===== src/core/aio_consts.svh =====
// Purpose: constants of the analog i/o bus control block
// Assumes: 50 MHz clk_sys
// Notes: offsets, field positions, reset values, timing counts
`ifndef AIO_CONSTS_SVH
`define AIO_CONSTS_SVH

// ----------------------------------------------------------------
// register offsets of the local control port
// ----------------------------------------------------------------
`define AIO_OFF_STATUS 4'h0
`define AIO_OFF_MASK 4'h1
`define AIO_OFF_INFO 4'h2
`define AIO_OFF_RESULT 4'h3
`define AIO_OFF_DACA 4'h4
`define AIO_OFF_DACB 4'h5
`define AIO_OFF_CONVNS 4'h6

// ----------------------------------------------------------------
// status bit positions
// ----------------------------------------------------------------
`define AIO_ST_DONE 0
`define AIO_ST_START 1
`define AIO_ST_DACW 2
`define AIO_ST_W 3

// ----------------------------------------------------------------
// reset values and timing
// ----------------------------------------------------------------
`define AIO_DAC_RST 8'h00
`define AIO_MASK_RST 3'h0
`define AIO_CLK_NS 20
`define AIO_CONV_NS 2000
`define AIO_CONV_CYC ((`AIO_CONV_NS + `AIO_CLK_NS - 1) / `AIO_CLK_NS)

`endif


===== src/core/aio_pkg.sv =====
// Purpose: types of the analog i/o bus control block
// Assumes: constants come from aio_consts.svh
// Notes: none
package aio_pkg;
   typedef enum logic [1:0] {
      AIO_IDLE,
      AIO_TRACK,
      AIO_CONV
   } aio_conv_state_t;

   typedef enum logic {
      AIO_FMT_BINARY,
      AIO_FMT_TWOS
   } aio_format_t;
endpackage : aio_pkg


===== src/core/aio_bus_ctrl.sv =====
// Purpose: host bus control of an 8-bit analog i/o device
// Assumes: bus pins asynchronous to clk_sys, two-stage synchronised
// Notes: analog parts are modelled as sample/result/dac words
`timescale 1ns/100ps
`include "aio_consts.svh"

module aio_bus_ctrl #(
   parameter int DATA_W = 8,
   parameter int CONV_CYC = `AIO_CONV_CYC
) (
   input wire logic clk_sys,
   input wire logic rst_n,
   input wire logic clk_en,
   input wire logic chip_select_n,
   input wire logic read_strobe_n,
   input wire logic write_strobe_n,
   input wire logic convert_trigger_n,
   input wire logic dac_select,
   input wire logic read_start_mode,
   input wire logic span_select,
   input wire logic negative_supply_level,
   input wire logic [DATA_W-1:0] data_in,
   output logic [DATA_W-1:0] data_out,
   output logic data_oe,
   output logic conversion_active_n,
   output logic done_flag_n,
   output logic [DATA_W-1:0] dac_a_code,
   output logic [DATA_W-1:0] dac_b_code,
   output logic track_hold,
   output logic [1:0] range_code,
   output aio_pkg::aio_format_t data_format,
   input wire logic [DATA_W-1:0] analog_sample,
   input wire logic [3:0] reg_addr,
   input wire logic [DATA_W-1:0] reg_wdata,
   input wire logic reg_wr,
   input wire logic reg_rd,
   output logic [DATA_W-1:0] reg_rdata,
   output logic irq
);
   import aio_pkg::*;

   localparam int CW = $clog2(CONV_CYC + 1);

   // ----------------------------------------------------------------
   // state
   // ----------------------------------------------------------------
   typedef struct packed {
      logic [3:0] cs_s;
      logic [3:0] rd_s;
      logic [3:0] wr_s;
      logic [3:0] st_s;
      logic [1:0] sel_s;
      logic [1:0] mode_s;
      logic [1:0] span_s;
      logic [1:0] sup_s;
      logic [DATA_W-1:0] din_s1;
      logic [DATA_W-1:0] din_s2;
      logic [DATA_W-1:0] ana_s1;
      logic [DATA_W-1:0] ana_s2;
      aio_conv_state_t st;
      logic [CW-1:0] cnt;
      logic [DATA_W-1:0] hold;
      logic [DATA_W-1:0] result;
      logic [DATA_W-1:0] dac_a;
      logic [DATA_W-1:0] dac_b;
      logic [DATA_W-1:0] dout;
      logic oe;
      logic active_n;
      logic done_n;
      logic th;
      logic [1:0] rng;
      aio_format_t fmt;
      logic [`AIO_ST_W-1:0] status;
      logic [`AIO_ST_W-1:0] mask;
      logic [DATA_W-1:0] rdata;
      logic irq;
   } aio_state_t;

   aio_state_t state_reg;
   aio_state_t state_next;

   // convert offset binary from the converter to the bus format
   function automatic logic [DATA_W-1:0] to_bus(
      input logic [DATA_W-1:0] code,
      input aio_format_t fmt
   );
      to_bus = (fmt == AIO_FMT_TWOS) ? {~code[DATA_W-1], code[DATA_W-2:0]}
                                     : code;
   endfunction : to_bus

   // edge detect on stages 2 and 3 of a pin synchroniser
   function automatic logic went_high(input logic [3:0] s);
      went_high = ~s[2] & s[1];
   endfunction : went_high

   function automatic logic went_low(input logic [3:0] s);
      went_low = s[2] & ~s[1];
   endfunction : went_low

   logic cs_now;
   logic rd_now;
   logic rd_fall;
   logic rd_rise;
   logic cs_rise;
   logic wr_rise;
   logic st_fall;
   logic start;
   logic [`AIO_ST_W-1:0] ev;
   logic [DATA_W-1:0] wbus;

   // ----------------------------------------------------------------
   // next state
   // ----------------------------------------------------------------
   always_comb begin
      state_next = state_reg;
      // ------------------------------------------------------------
      // pin synchronisers; stage 1 is read only by stage 2
      // ------------------------------------------------------------
      state_next.cs_s = {state_reg.cs_s[2:0], chip_select_n};
      state_next.rd_s = {state_reg.rd_s[2:0], read_strobe_n};
      state_next.wr_s = {state_reg.wr_s[2:0], write_strobe_n};
      state_next.st_s = {state_reg.st_s[2:0], convert_trigger_n};
      state_next.sel_s = {state_reg.sel_s[0], dac_select};
      state_next.mode_s = {state_reg.mode_s[0], read_start_mode};
      state_next.span_s = {state_reg.span_s[0], span_select};
      state_next.sup_s = {state_reg.sup_s[0], negative_supply_level};
      state_next.din_s1 = data_in;
      state_next.din_s2 = state_reg.din_s1;
      state_next.ana_s1 = analog_sample;
      state_next.ana_s2 = state_reg.ana_s1;

      // ------------------------------------------------------------
      // edge detect
      // ------------------------------------------------------------
      cs_now = ~state_reg.cs_s[1];
      rd_now = ~state_reg.rd_s[1];
      rd_fall = went_low(state_reg.rd_s);
      rd_rise = went_high(state_reg.rd_s);
      cs_rise = went_high(state_reg.cs_s);
      wr_rise = went_high(state_reg.wr_s);
      // trigger is not gated by chip select
      st_fall = went_low(state_reg.st_s);
      wbus = state_reg.din_s2;
      // starts while busy are dropped by the idle-only decode
      start = st_fall
              | (rd_fall & cs_now & state_reg.mode_s[1]);
      ev = '0;

      // ------------------------------------------------------------
      // span/supply to one range shared by adc and dacs
      // ------------------------------------------------------------
      state_next.rng = {state_reg.sup_s[1],
                        state_reg.span_s[1]};
      state_next.fmt = state_reg.sup_s[1] ? AIO_FMT_TWOS
                                          : AIO_FMT_BINARY;

      // ------------------------------------------------------------
      // conversion sequence
      // ------------------------------------------------------------
      case (state_reg.st)
         AIO_IDLE: begin
            state_next.th = 1'b1;
            if (start) begin
               // sample frozen a cycle before conversion_active_n falls
               state_next.hold = state_reg.ana_s2;
               state_next.th = 1'b0;
               state_next.st = AIO_TRACK;
               ev[`AIO_ST_START] = 1'b1;
            end
         end
         AIO_TRACK: begin
            state_next.active_n = 1'b0;
            state_next.cnt = CW'(CONV_CYC - 1);
            state_next.st = AIO_CONV;
         end
         AIO_CONV: begin
            if (state_reg.cnt == '0) begin
               state_next.active_n = 1'b1;
               state_next.result = state_reg.hold;
               state_next.done_n = 1'b0;
               state_next.th = 1'b1;
               state_next.st = AIO_IDLE;
               ev[`AIO_ST_DONE] = 1'b1;
            end else begin
               state_next.cnt = state_reg.cnt - CW'(1);
            end
         end
         default: begin
            state_next.st = AIO_IDLE;
         end
      endcase

      // ------------------------------------------------------------
      // completion flag release; a new completion wins
      // ------------------------------------------------------------
      // releasing in the completion cycle would lose the new result
      if ((cs_rise | rd_rise) && !ev[`AIO_ST_DONE]) begin
         state_next.done_n = 1'b1;
      end

      // ------------------------------------------------------------
      // read drive while both strobes low
      // ------------------------------------------------------------
      // drive follows the synced strobes, so it lags the pins
      state_next.oe = cs_now & rd_now;
      state_next.dout = to_bus(state_reg.result, state_reg.fmt);

      // ------------------------------------------------------------
      // dac load on rising write strobe
      // ------------------------------------------------------------
      if (wr_rise && cs_now) begin
         if (state_reg.sel_s[1]) begin
            state_next.dac_b = wbus;
         end else begin
            state_next.dac_a = wbus;
         end
         ev[`AIO_ST_DACW] = 1'b1;
      end

      // ------------------------------------------------------------
      // local register port
      // ------------------------------------------------------------
      state_next.rdata = '0;
      if (reg_rd) begin
         case (reg_addr)
            `AIO_OFF_STATUS: state_next.rdata = DATA_W'(state_reg.status);
            `AIO_OFF_MASK: state_next.rdata = DATA_W'(state_reg.mask);
            `AIO_OFF_INFO: state_next.rdata = DATA_W'({state_reg.fmt,
               state_reg.rng, ~state_reg.done_n, ~state_reg.active_n});
            `AIO_OFF_RESULT: state_next.rdata = state_reg.result;
            `AIO_OFF_DACA: state_next.rdata = state_reg.dac_a;
            `AIO_OFF_DACB: state_next.rdata = state_reg.dac_b;
            default: state_next.rdata = '0;
         endcase
      end
      if (reg_wr && reg_addr == `AIO_OFF_MASK) begin
         state_next.mask = reg_wdata[`AIO_ST_W-1:0];
      end
      if (reg_wr && reg_addr == `AIO_OFF_STATUS) begin
         state_next.status = (state_reg.status & ~reg_wdata[`AIO_ST_W-1:0])
                             | ev;
      end else begin
         state_next.status = state_reg.status | ev;
      end
      state_next.irq = |(state_next.status & state_next.mask);
   end

   // ----------------------------------------------------------------
   // registers
   // ----------------------------------------------------------------
   always_ff @(posedge clk_sys or negedge rst_n) begin
      if (!rst_n) begin
         state_reg <= '0;
         // pins reset to idle high so no false edge follows reset
         state_reg.cs_s <= 4'hf;
         state_reg.rd_s <= 4'hf;
         state_reg.wr_s <= 4'hf;
         state_reg.st_s <= 4'hf;
         state_reg.st <= AIO_IDLE;
         state_reg.dac_a <= `AIO_DAC_RST;
         state_reg.dac_b <= `AIO_DAC_RST;
         state_reg.active_n <= 1'b1;
         state_reg.done_n <= 1'b1;
         state_reg.th <= 1'b1;
         state_reg.mask <= `AIO_MASK_RST;
      end else if (clk_en) begin
         state_reg <= state_next;
      end
   end

   // ----------------------------------------------------------------
   // outputs
   // ----------------------------------------------------------------
   assign data_out = state_reg.dout;
   assign data_oe = state_reg.oe;
   assign conversion_active_n = state_reg.active_n;
   assign done_flag_n = state_reg.done_n;
   assign dac_a_code = state_reg.dac_a;
   assign dac_b_code = state_reg.dac_b;
   assign track_hold = state_reg.th;
   assign range_code = state_reg.rng;
   assign data_format = state_reg.fmt;
   assign reg_rdata = state_reg.rdata;
   assign irq = state_reg.irq;
endmodule : aio_bus_ctrl


===== config.mk =====
export PLATFORM = sky130hd
export DESIGN_NAME = aio_bus_ctrl
export DESIGN_NICKNAME = d
export VERILOG_FILES = /design/src/core/aio_pkg.sv /design/src/core/aio_bus_ctrl.sv
export VERILOG_INCLUDE_DIRS = /design/src /design/src/core
export SDC_FILE = /design/constraint.sdc
export NUM_CORES = 1
export LEC_CHECK = 0
export BUFFER_PORTS_ARGS = -buffer_cell sky130_fd_sc_hd__buf_2
export CAP_MARGIN = 20
export CORE_ASPECT_RATIO = 1.1
export CORE_UTILIZATION = 55
export CTS_CLUSTER_SIZE = 10
export DETAILED_ROUTE_END_ITERATION = 8
export GPL_TIMING_DRIVEN = 0
export PLACE_DENSITY = 0.77
export SYNTH_ARGS = -nofsm -noshare
export SYNTH_HDL_FRONTEND = slang
export SYNTH_SLANG_ARGS = --single-unit

===== constraint.sdc =====
create_clock -name clk_sys -period 2.1 [get_ports clk_sys]
set_input_delay 0.21 -clock clk_sys [delete_from_list [all_inputs] [get_ports clk_sys]]
set_output_delay 0.21 -clock clk_sys [all_outputs]
set_load 0.05 [all_outputs]

Word level (Yosys, flattened, before mapping)

Index checks and enable logic that the tools add are counted.

Input bits: 41
Output and inout port bits: 40
Flip-flop bits (word level): 123
Logic and storage cells: 109

Mux-type cells: 22
Bitwise gates (word level): 25
Reductions and logical operators: 22
Equality and inequality tests: 10
$add $sub $neg: 1

Operator list:

| cell                  | count |
|---|---|
| $pmux W8 S6           | 1 |
| $reduce_and A3 Y1     | 9 |
| $mux W8               | 2 |
| $pmux W7 S2           | 1 |
| $not A1 Y1            | 10 |
| $mux W1               | 9 |
| $mux W3               | 3 |
| $and A1 B1 Y1         | 8 |
| $eq A4 B2 Y1 const B  | 2 |
| $eq A4 B3 Y1 const B  | 2 |
| $reduce_bool A2 Y1    | 4 |
| $logic_not A7 Y1      | 1 |
| $mux W7               | 1 |
| $sub A7 B1 Y7 const B | 1 |
| $and A3 B3 Y3         | 2 |
| $ne A2 B2 Y1 const B  | 3 |
| $or A3 B3 Y3          | 2 |
| $pmux W2 S3           | 1 |
| $eq A4 B1 Y1 const B  | 1 |
| $logic_and A1 B1 Y1   | 4 |
| $logic_not A4 Y1      | 1 |
| $mux W2               | 2 |
| $pmux W1 S2           | 2 |
| $not A3 Y3            | 1 |
| 6 further kinds       | 7 |

Longest topological paths before layout

Depth in word-level cells: 11
Depth in mapped cells: 7
Gate-level depth less buffers: 7

Worst setup path after synthesis

No wires, ideal clock.

Path type: flip-flop to flip-flop
Start: register state_reg, in the netlist state_next[117]
End: register state_reg, in the netlist dac_a_code[0]
Data required time: 1.975 ns
Library setup time: 0.125 ns
Cell stages (with the launch flop): 5
Slack: 0.409 ns
Clock period less this slack: 1.691 ns
Path buffers: 0
Arrival: 1.566 ns
Path through: dfstp_2 > nor3b_1 > nand2_1 > nor2_2 > mux2_2

Word-level cells in the longest chain between the ends: 3

RTL lines:

| what                        | line                | RTL |
|---|---|---|
| from (decl)                 | aio_bus_ctrl.sv:79  | `aio_state_t state_reg;` |
| from (signal assigned)      | aio_bus_ctrl.sv:267 | `state_reg <= state_next;` |
| $and A1 B1 Y1               | aio_bus_ctrl.sv:93  | `went_high = ~s[2] & s[1];` |
| $logic_and A1 B1 Y1         | aio_bus_ctrl.sv:211 | `if (wr_rise && cs_now) begin` |
| $reduce_and A3 Y1 (no line) | -                   |  |

No other way between the ends.
A chain may end at the register's enable or synchronous reset.

Final worst setup path

Start: register state_reg[65] in the netlist's numbering
End: register state_reg[48] in the netlist's numbering

Word-level cells in the longest chain between the ends: 2

RTL lines:

| what                        | line                | RTL |
|---|---|---|
| $logic_not A7 Y1            | aio_bus_ctrl.sv:177 | `if (state_reg.cnt == '0) begin` |
| $reduce_and A3 Y1 (no line) | -                   |  |

No other way between the ends.

==> flow_metrics.py <==
metrics = {
    "placed_design": {
        "dp_hpwl_um": 7950,
        "place.gp.congestion": 0.798,
        "post_dp_cell_area_mm2": 0.00604,
        "dp.cells": 615,
        "place_ws_ns": -0.0356,
        "port-buffer-count": 74,
    },
    "die": {
        "core-area_mm2": 0.00954,
        "fp.dieH_um": 107,
        "boundaryPins": 81,
        "die_x_um": 97.3,
        "initial_core_util_pct": 57.6,
        "num_rows": 37,
        "die-area_mm2": 0.0104,
    },
    "clock_tree": {
        "numCtsBuffers": 17,
        "cts_tree": "done",
        "htreeDepth": 4,
        "path_clk_slew_ns": 0.06,
        "clock_latency_ns": 0.51,
        "cts.root.buffer_cell": "clkbuf_8",
        "cts.path.max_buffers": 2,
        "cts.sink_count": 122,
    },
    "routing": {
        "wl_per_cell_um": 17.7,
        "via_count": 3788,
        "wirelength_um": 12000,
        "drtAntennaViolNets": 0,
        "drc": 0,
        "vias_per_cell": 5.61,
        "drt_first_pass_iters": 4,
        "first_iter_violations": 163,
    },
    "yosys": {
        "synth_seq_cells": 122,
        "synthFlopType": "dfrtp_1",
        "syn_nets": 466,
        "synthCells": 423,
        "synth_common_cells": "107 x dfrtp_1, 98 x mux2_2, 34 x buf_4, 20 x nand2_1, 18 x nor2_1",
        "synth.distinct_cells": 48,
        "seq_area_frac_synth_pct": 55.9,
        "synthTopCellsByArea": "dfrtp_1 49%, mux2_2 20%, dfstp_2 7.2%",
        "syn_avg_cell_area_um2": 13.0,
        "synth_top_area_share_pct": 48.7,
        "synth_warnings": 0,
        "syn_area_mm2": 0.00549,
        "synth_async_sr_flop_share_pct": 100,
        "synth_edf_count": 0,
        "synth.most_common_cell": "dfrtp_1",
        "synth.largest_area_cell": "dfrtp_1",
    },
    "finish": {
        "multi_input_area_mm2": 0.00206,
        "fillCellCount": 655,
        "stdcell_count": 675,
        "final_nets": 588,
        "regArea_mm2": 0.00307,
        "drive_gt1_share_pct": 48.6,
        "antennaDiodeCount": 0,
        "synthToLayoutAreaGrowth_pct": 25.6,
        "stdcell_area_mm2": 0.00690,
        "largest_reg_flops": 41,
        "postLayoutCoreUtil_pct": 72.3,
    },
    "power": {
        "p_clk_share_pct": 32.7,
        "swShare_pct": 33.3,
        "power.switching_mw": 2.75,
        "p_seq_share_pct": 39.1,
        "comb_power_share_pct": 28.2,
        "internal_power_mw": 5.50,
        "totalPowerFinal_mw": 8.25,
        "ir_worst_vdd_uv": 617,
        "leakage_nw": 3.24,
        "pwr_density_cell_mw_per_mm2": 1200,
    },
    "setup_path": {
        "path_class": "flop to flop",
        "arrival_ns": 2.33,
        "worstSetupStartpointType": "flop",
        "reg2reg_from": "state_reg[65]$_DFFE_PN0P_",
        "critPathMaxFanout": 8,
        "r2r_slack_ns": 0.16,
        "end_kind": "flop",
        "cp_data_required_time_ns": 2.49,
        "ff2ff_path_depth": 6,
        "reg2reg_to": "state_reg[48]$_DFFE_PN0P_",
    },
    "global_routing": {
        "grt_max_degree": 87,
        "grt_first_pass_wirelength_um": 19600,
        "grt_pass1_vias": 3816,
        "grt_antenna_before_repair": 0,
        "grt_overflow": 0,
        "gr-usage-all-layers_pct": 24.7,
    },
    "status": {
        "status": "complete, no violations",
    },
    "timing": {
        "report.final.slew_viol_count": 0,
        "timing.hold.ws_ns": 0.144,
        "tightest_slew_ns": 0.700,
        "hold_viol": 0,
        "setup-violations-final": 0,
        "fin_crit_ns": 1.94,
        "rsz0062_at_grt": "no",
        "period_share_pct": 92.4,
        "slew_headroom_pct": 53.3,
        "fin_ws_ns": 0.161,
        "fin_worst_skew_ns": 0.00526,
        "setup_tns_ns": 0,
        "fmax_ghz": 0.516,
    },
    "worst_hold_path": {
        "hp-class": "input port to flop",
        "hold_end": "state_reg[13]$_DFFE_PN0P_",
        "hold_start": "reg_addr[1]",
        "holdPathStages": 5,
    },
    "job": {
        "cap_violations": 0,
    },
}
## critical path, cell delays in order (launching register included)
cell and delay (ns):
dfrtp_1 0.35, clkbuf_2 0.16, nor3_2 0.24, and3_1 0.18
clkbuf_2 0.18, nand4_2 0.32, mux2_2 0.39
## cell type report
type / instances / share of cell area (%)
Clock buffer: 22 / 6.86
Tap cell: 117 / 2.12
Sequential cell: 122 / 44.5
Inverter: 10 / 0.544
Clock inverter: 10 / 1.34
Timing Repair Buffer: 103 / 9.92
Multi-Input combinational cell: 238 / 29.8
Buffer: 53 / 4.90
## metal layers
metal,track usage [%],wire (um),up-vias
li1,-,-,1740
met1,32.6,5320,1922
met2,40.2,5930,109
met3,6.13,544,17
met4,9.03,165,0
met5,0,0,-
## power by group through the flow
stage	Sequential, mW	Clock [mW]	Combinational (mW)
after floorplan	3.20	0	1.73
after global placement	3.20	0	2.19
after detailed placement	3.24	0	2.27
after CTS	3.22	2.73	2.32
after global routing	3.29	2.84	2.48
final	3.23	2.70	2.33
## cell usage in the layout (no fill, tap or decap), types with 3 or more instances in the layout
cell type,count
clkbuf_8,5
dfstp_2,15
nor2_1,18
inv_1,10
mux4_1,3
nand3_1,6
buf_4,34
o2bb2ai_1,8
clkinv_2,4
clkinv_4,4
nand2_1,20
o21ai_0,15
dlygate4sd3_1,28
clkbuf_1,11
a31oi_1,5
a21oi_1,9
a22o_1,3
a22oi_1,12
mux2_2,98
dfrtp_1,107
buf_2,80
clkbuf_16,16
## kinds of logic after synthesis
group,synth area share [%]
DFF,55.9
muxes,22.2
and+or+nand+nor,6.42
AOI/OAI and AO/OA,8.04
buffers and inverters,6.83
adders and majority gates,0.456
xor gates and xnor gates,0.159
## worst max path at each step
| stage | slack (ns) | end | start | depth (start not counted) |
|---|---|---|---|---|
| 2_1_floorplan | 0.41 | dac_a_code[0]$_DFFE_PN0P_ | state_next[117]$_DFFE_PN1P_ | 4 |
| 3_3_place_gp | -0.62 | state_next[75]$_DFFE_PN0P_ | rst_n | 1 |
| 3_5_place_dp | -0.04 | dac_a_code[2]$_DFFE_PN0P_ | state_next[117]$_DFFE_PN1P_ | 4 |
| 4_1_cts | 0.13 | dac_a_code[2]$_DFFE_PN0P_ | state_next[117]$_DFFE_PN1P_ | 4 |
| 5_1_grt | 0.06 | dac_b_code[6]$_DFFE_PN0P_ | state_next[117]$_DFFE_PN1P_ | 3 |
| 6_report | 0.16 | state_reg[48]$_DFFE_PN0P_ | state_reg[65]$_DFFE_PN0P_ | 6 |
## timing repair
item                                    in CTS  in global routing
endpoints found under the setup margin      16                  5
setup buffers                                0                  0
hold buffers                                28                  0
resized for setup                            1                  1
endpoints found under the hold margin       63                  0
No activity file was read; power rests on OpenSTA's default activity.
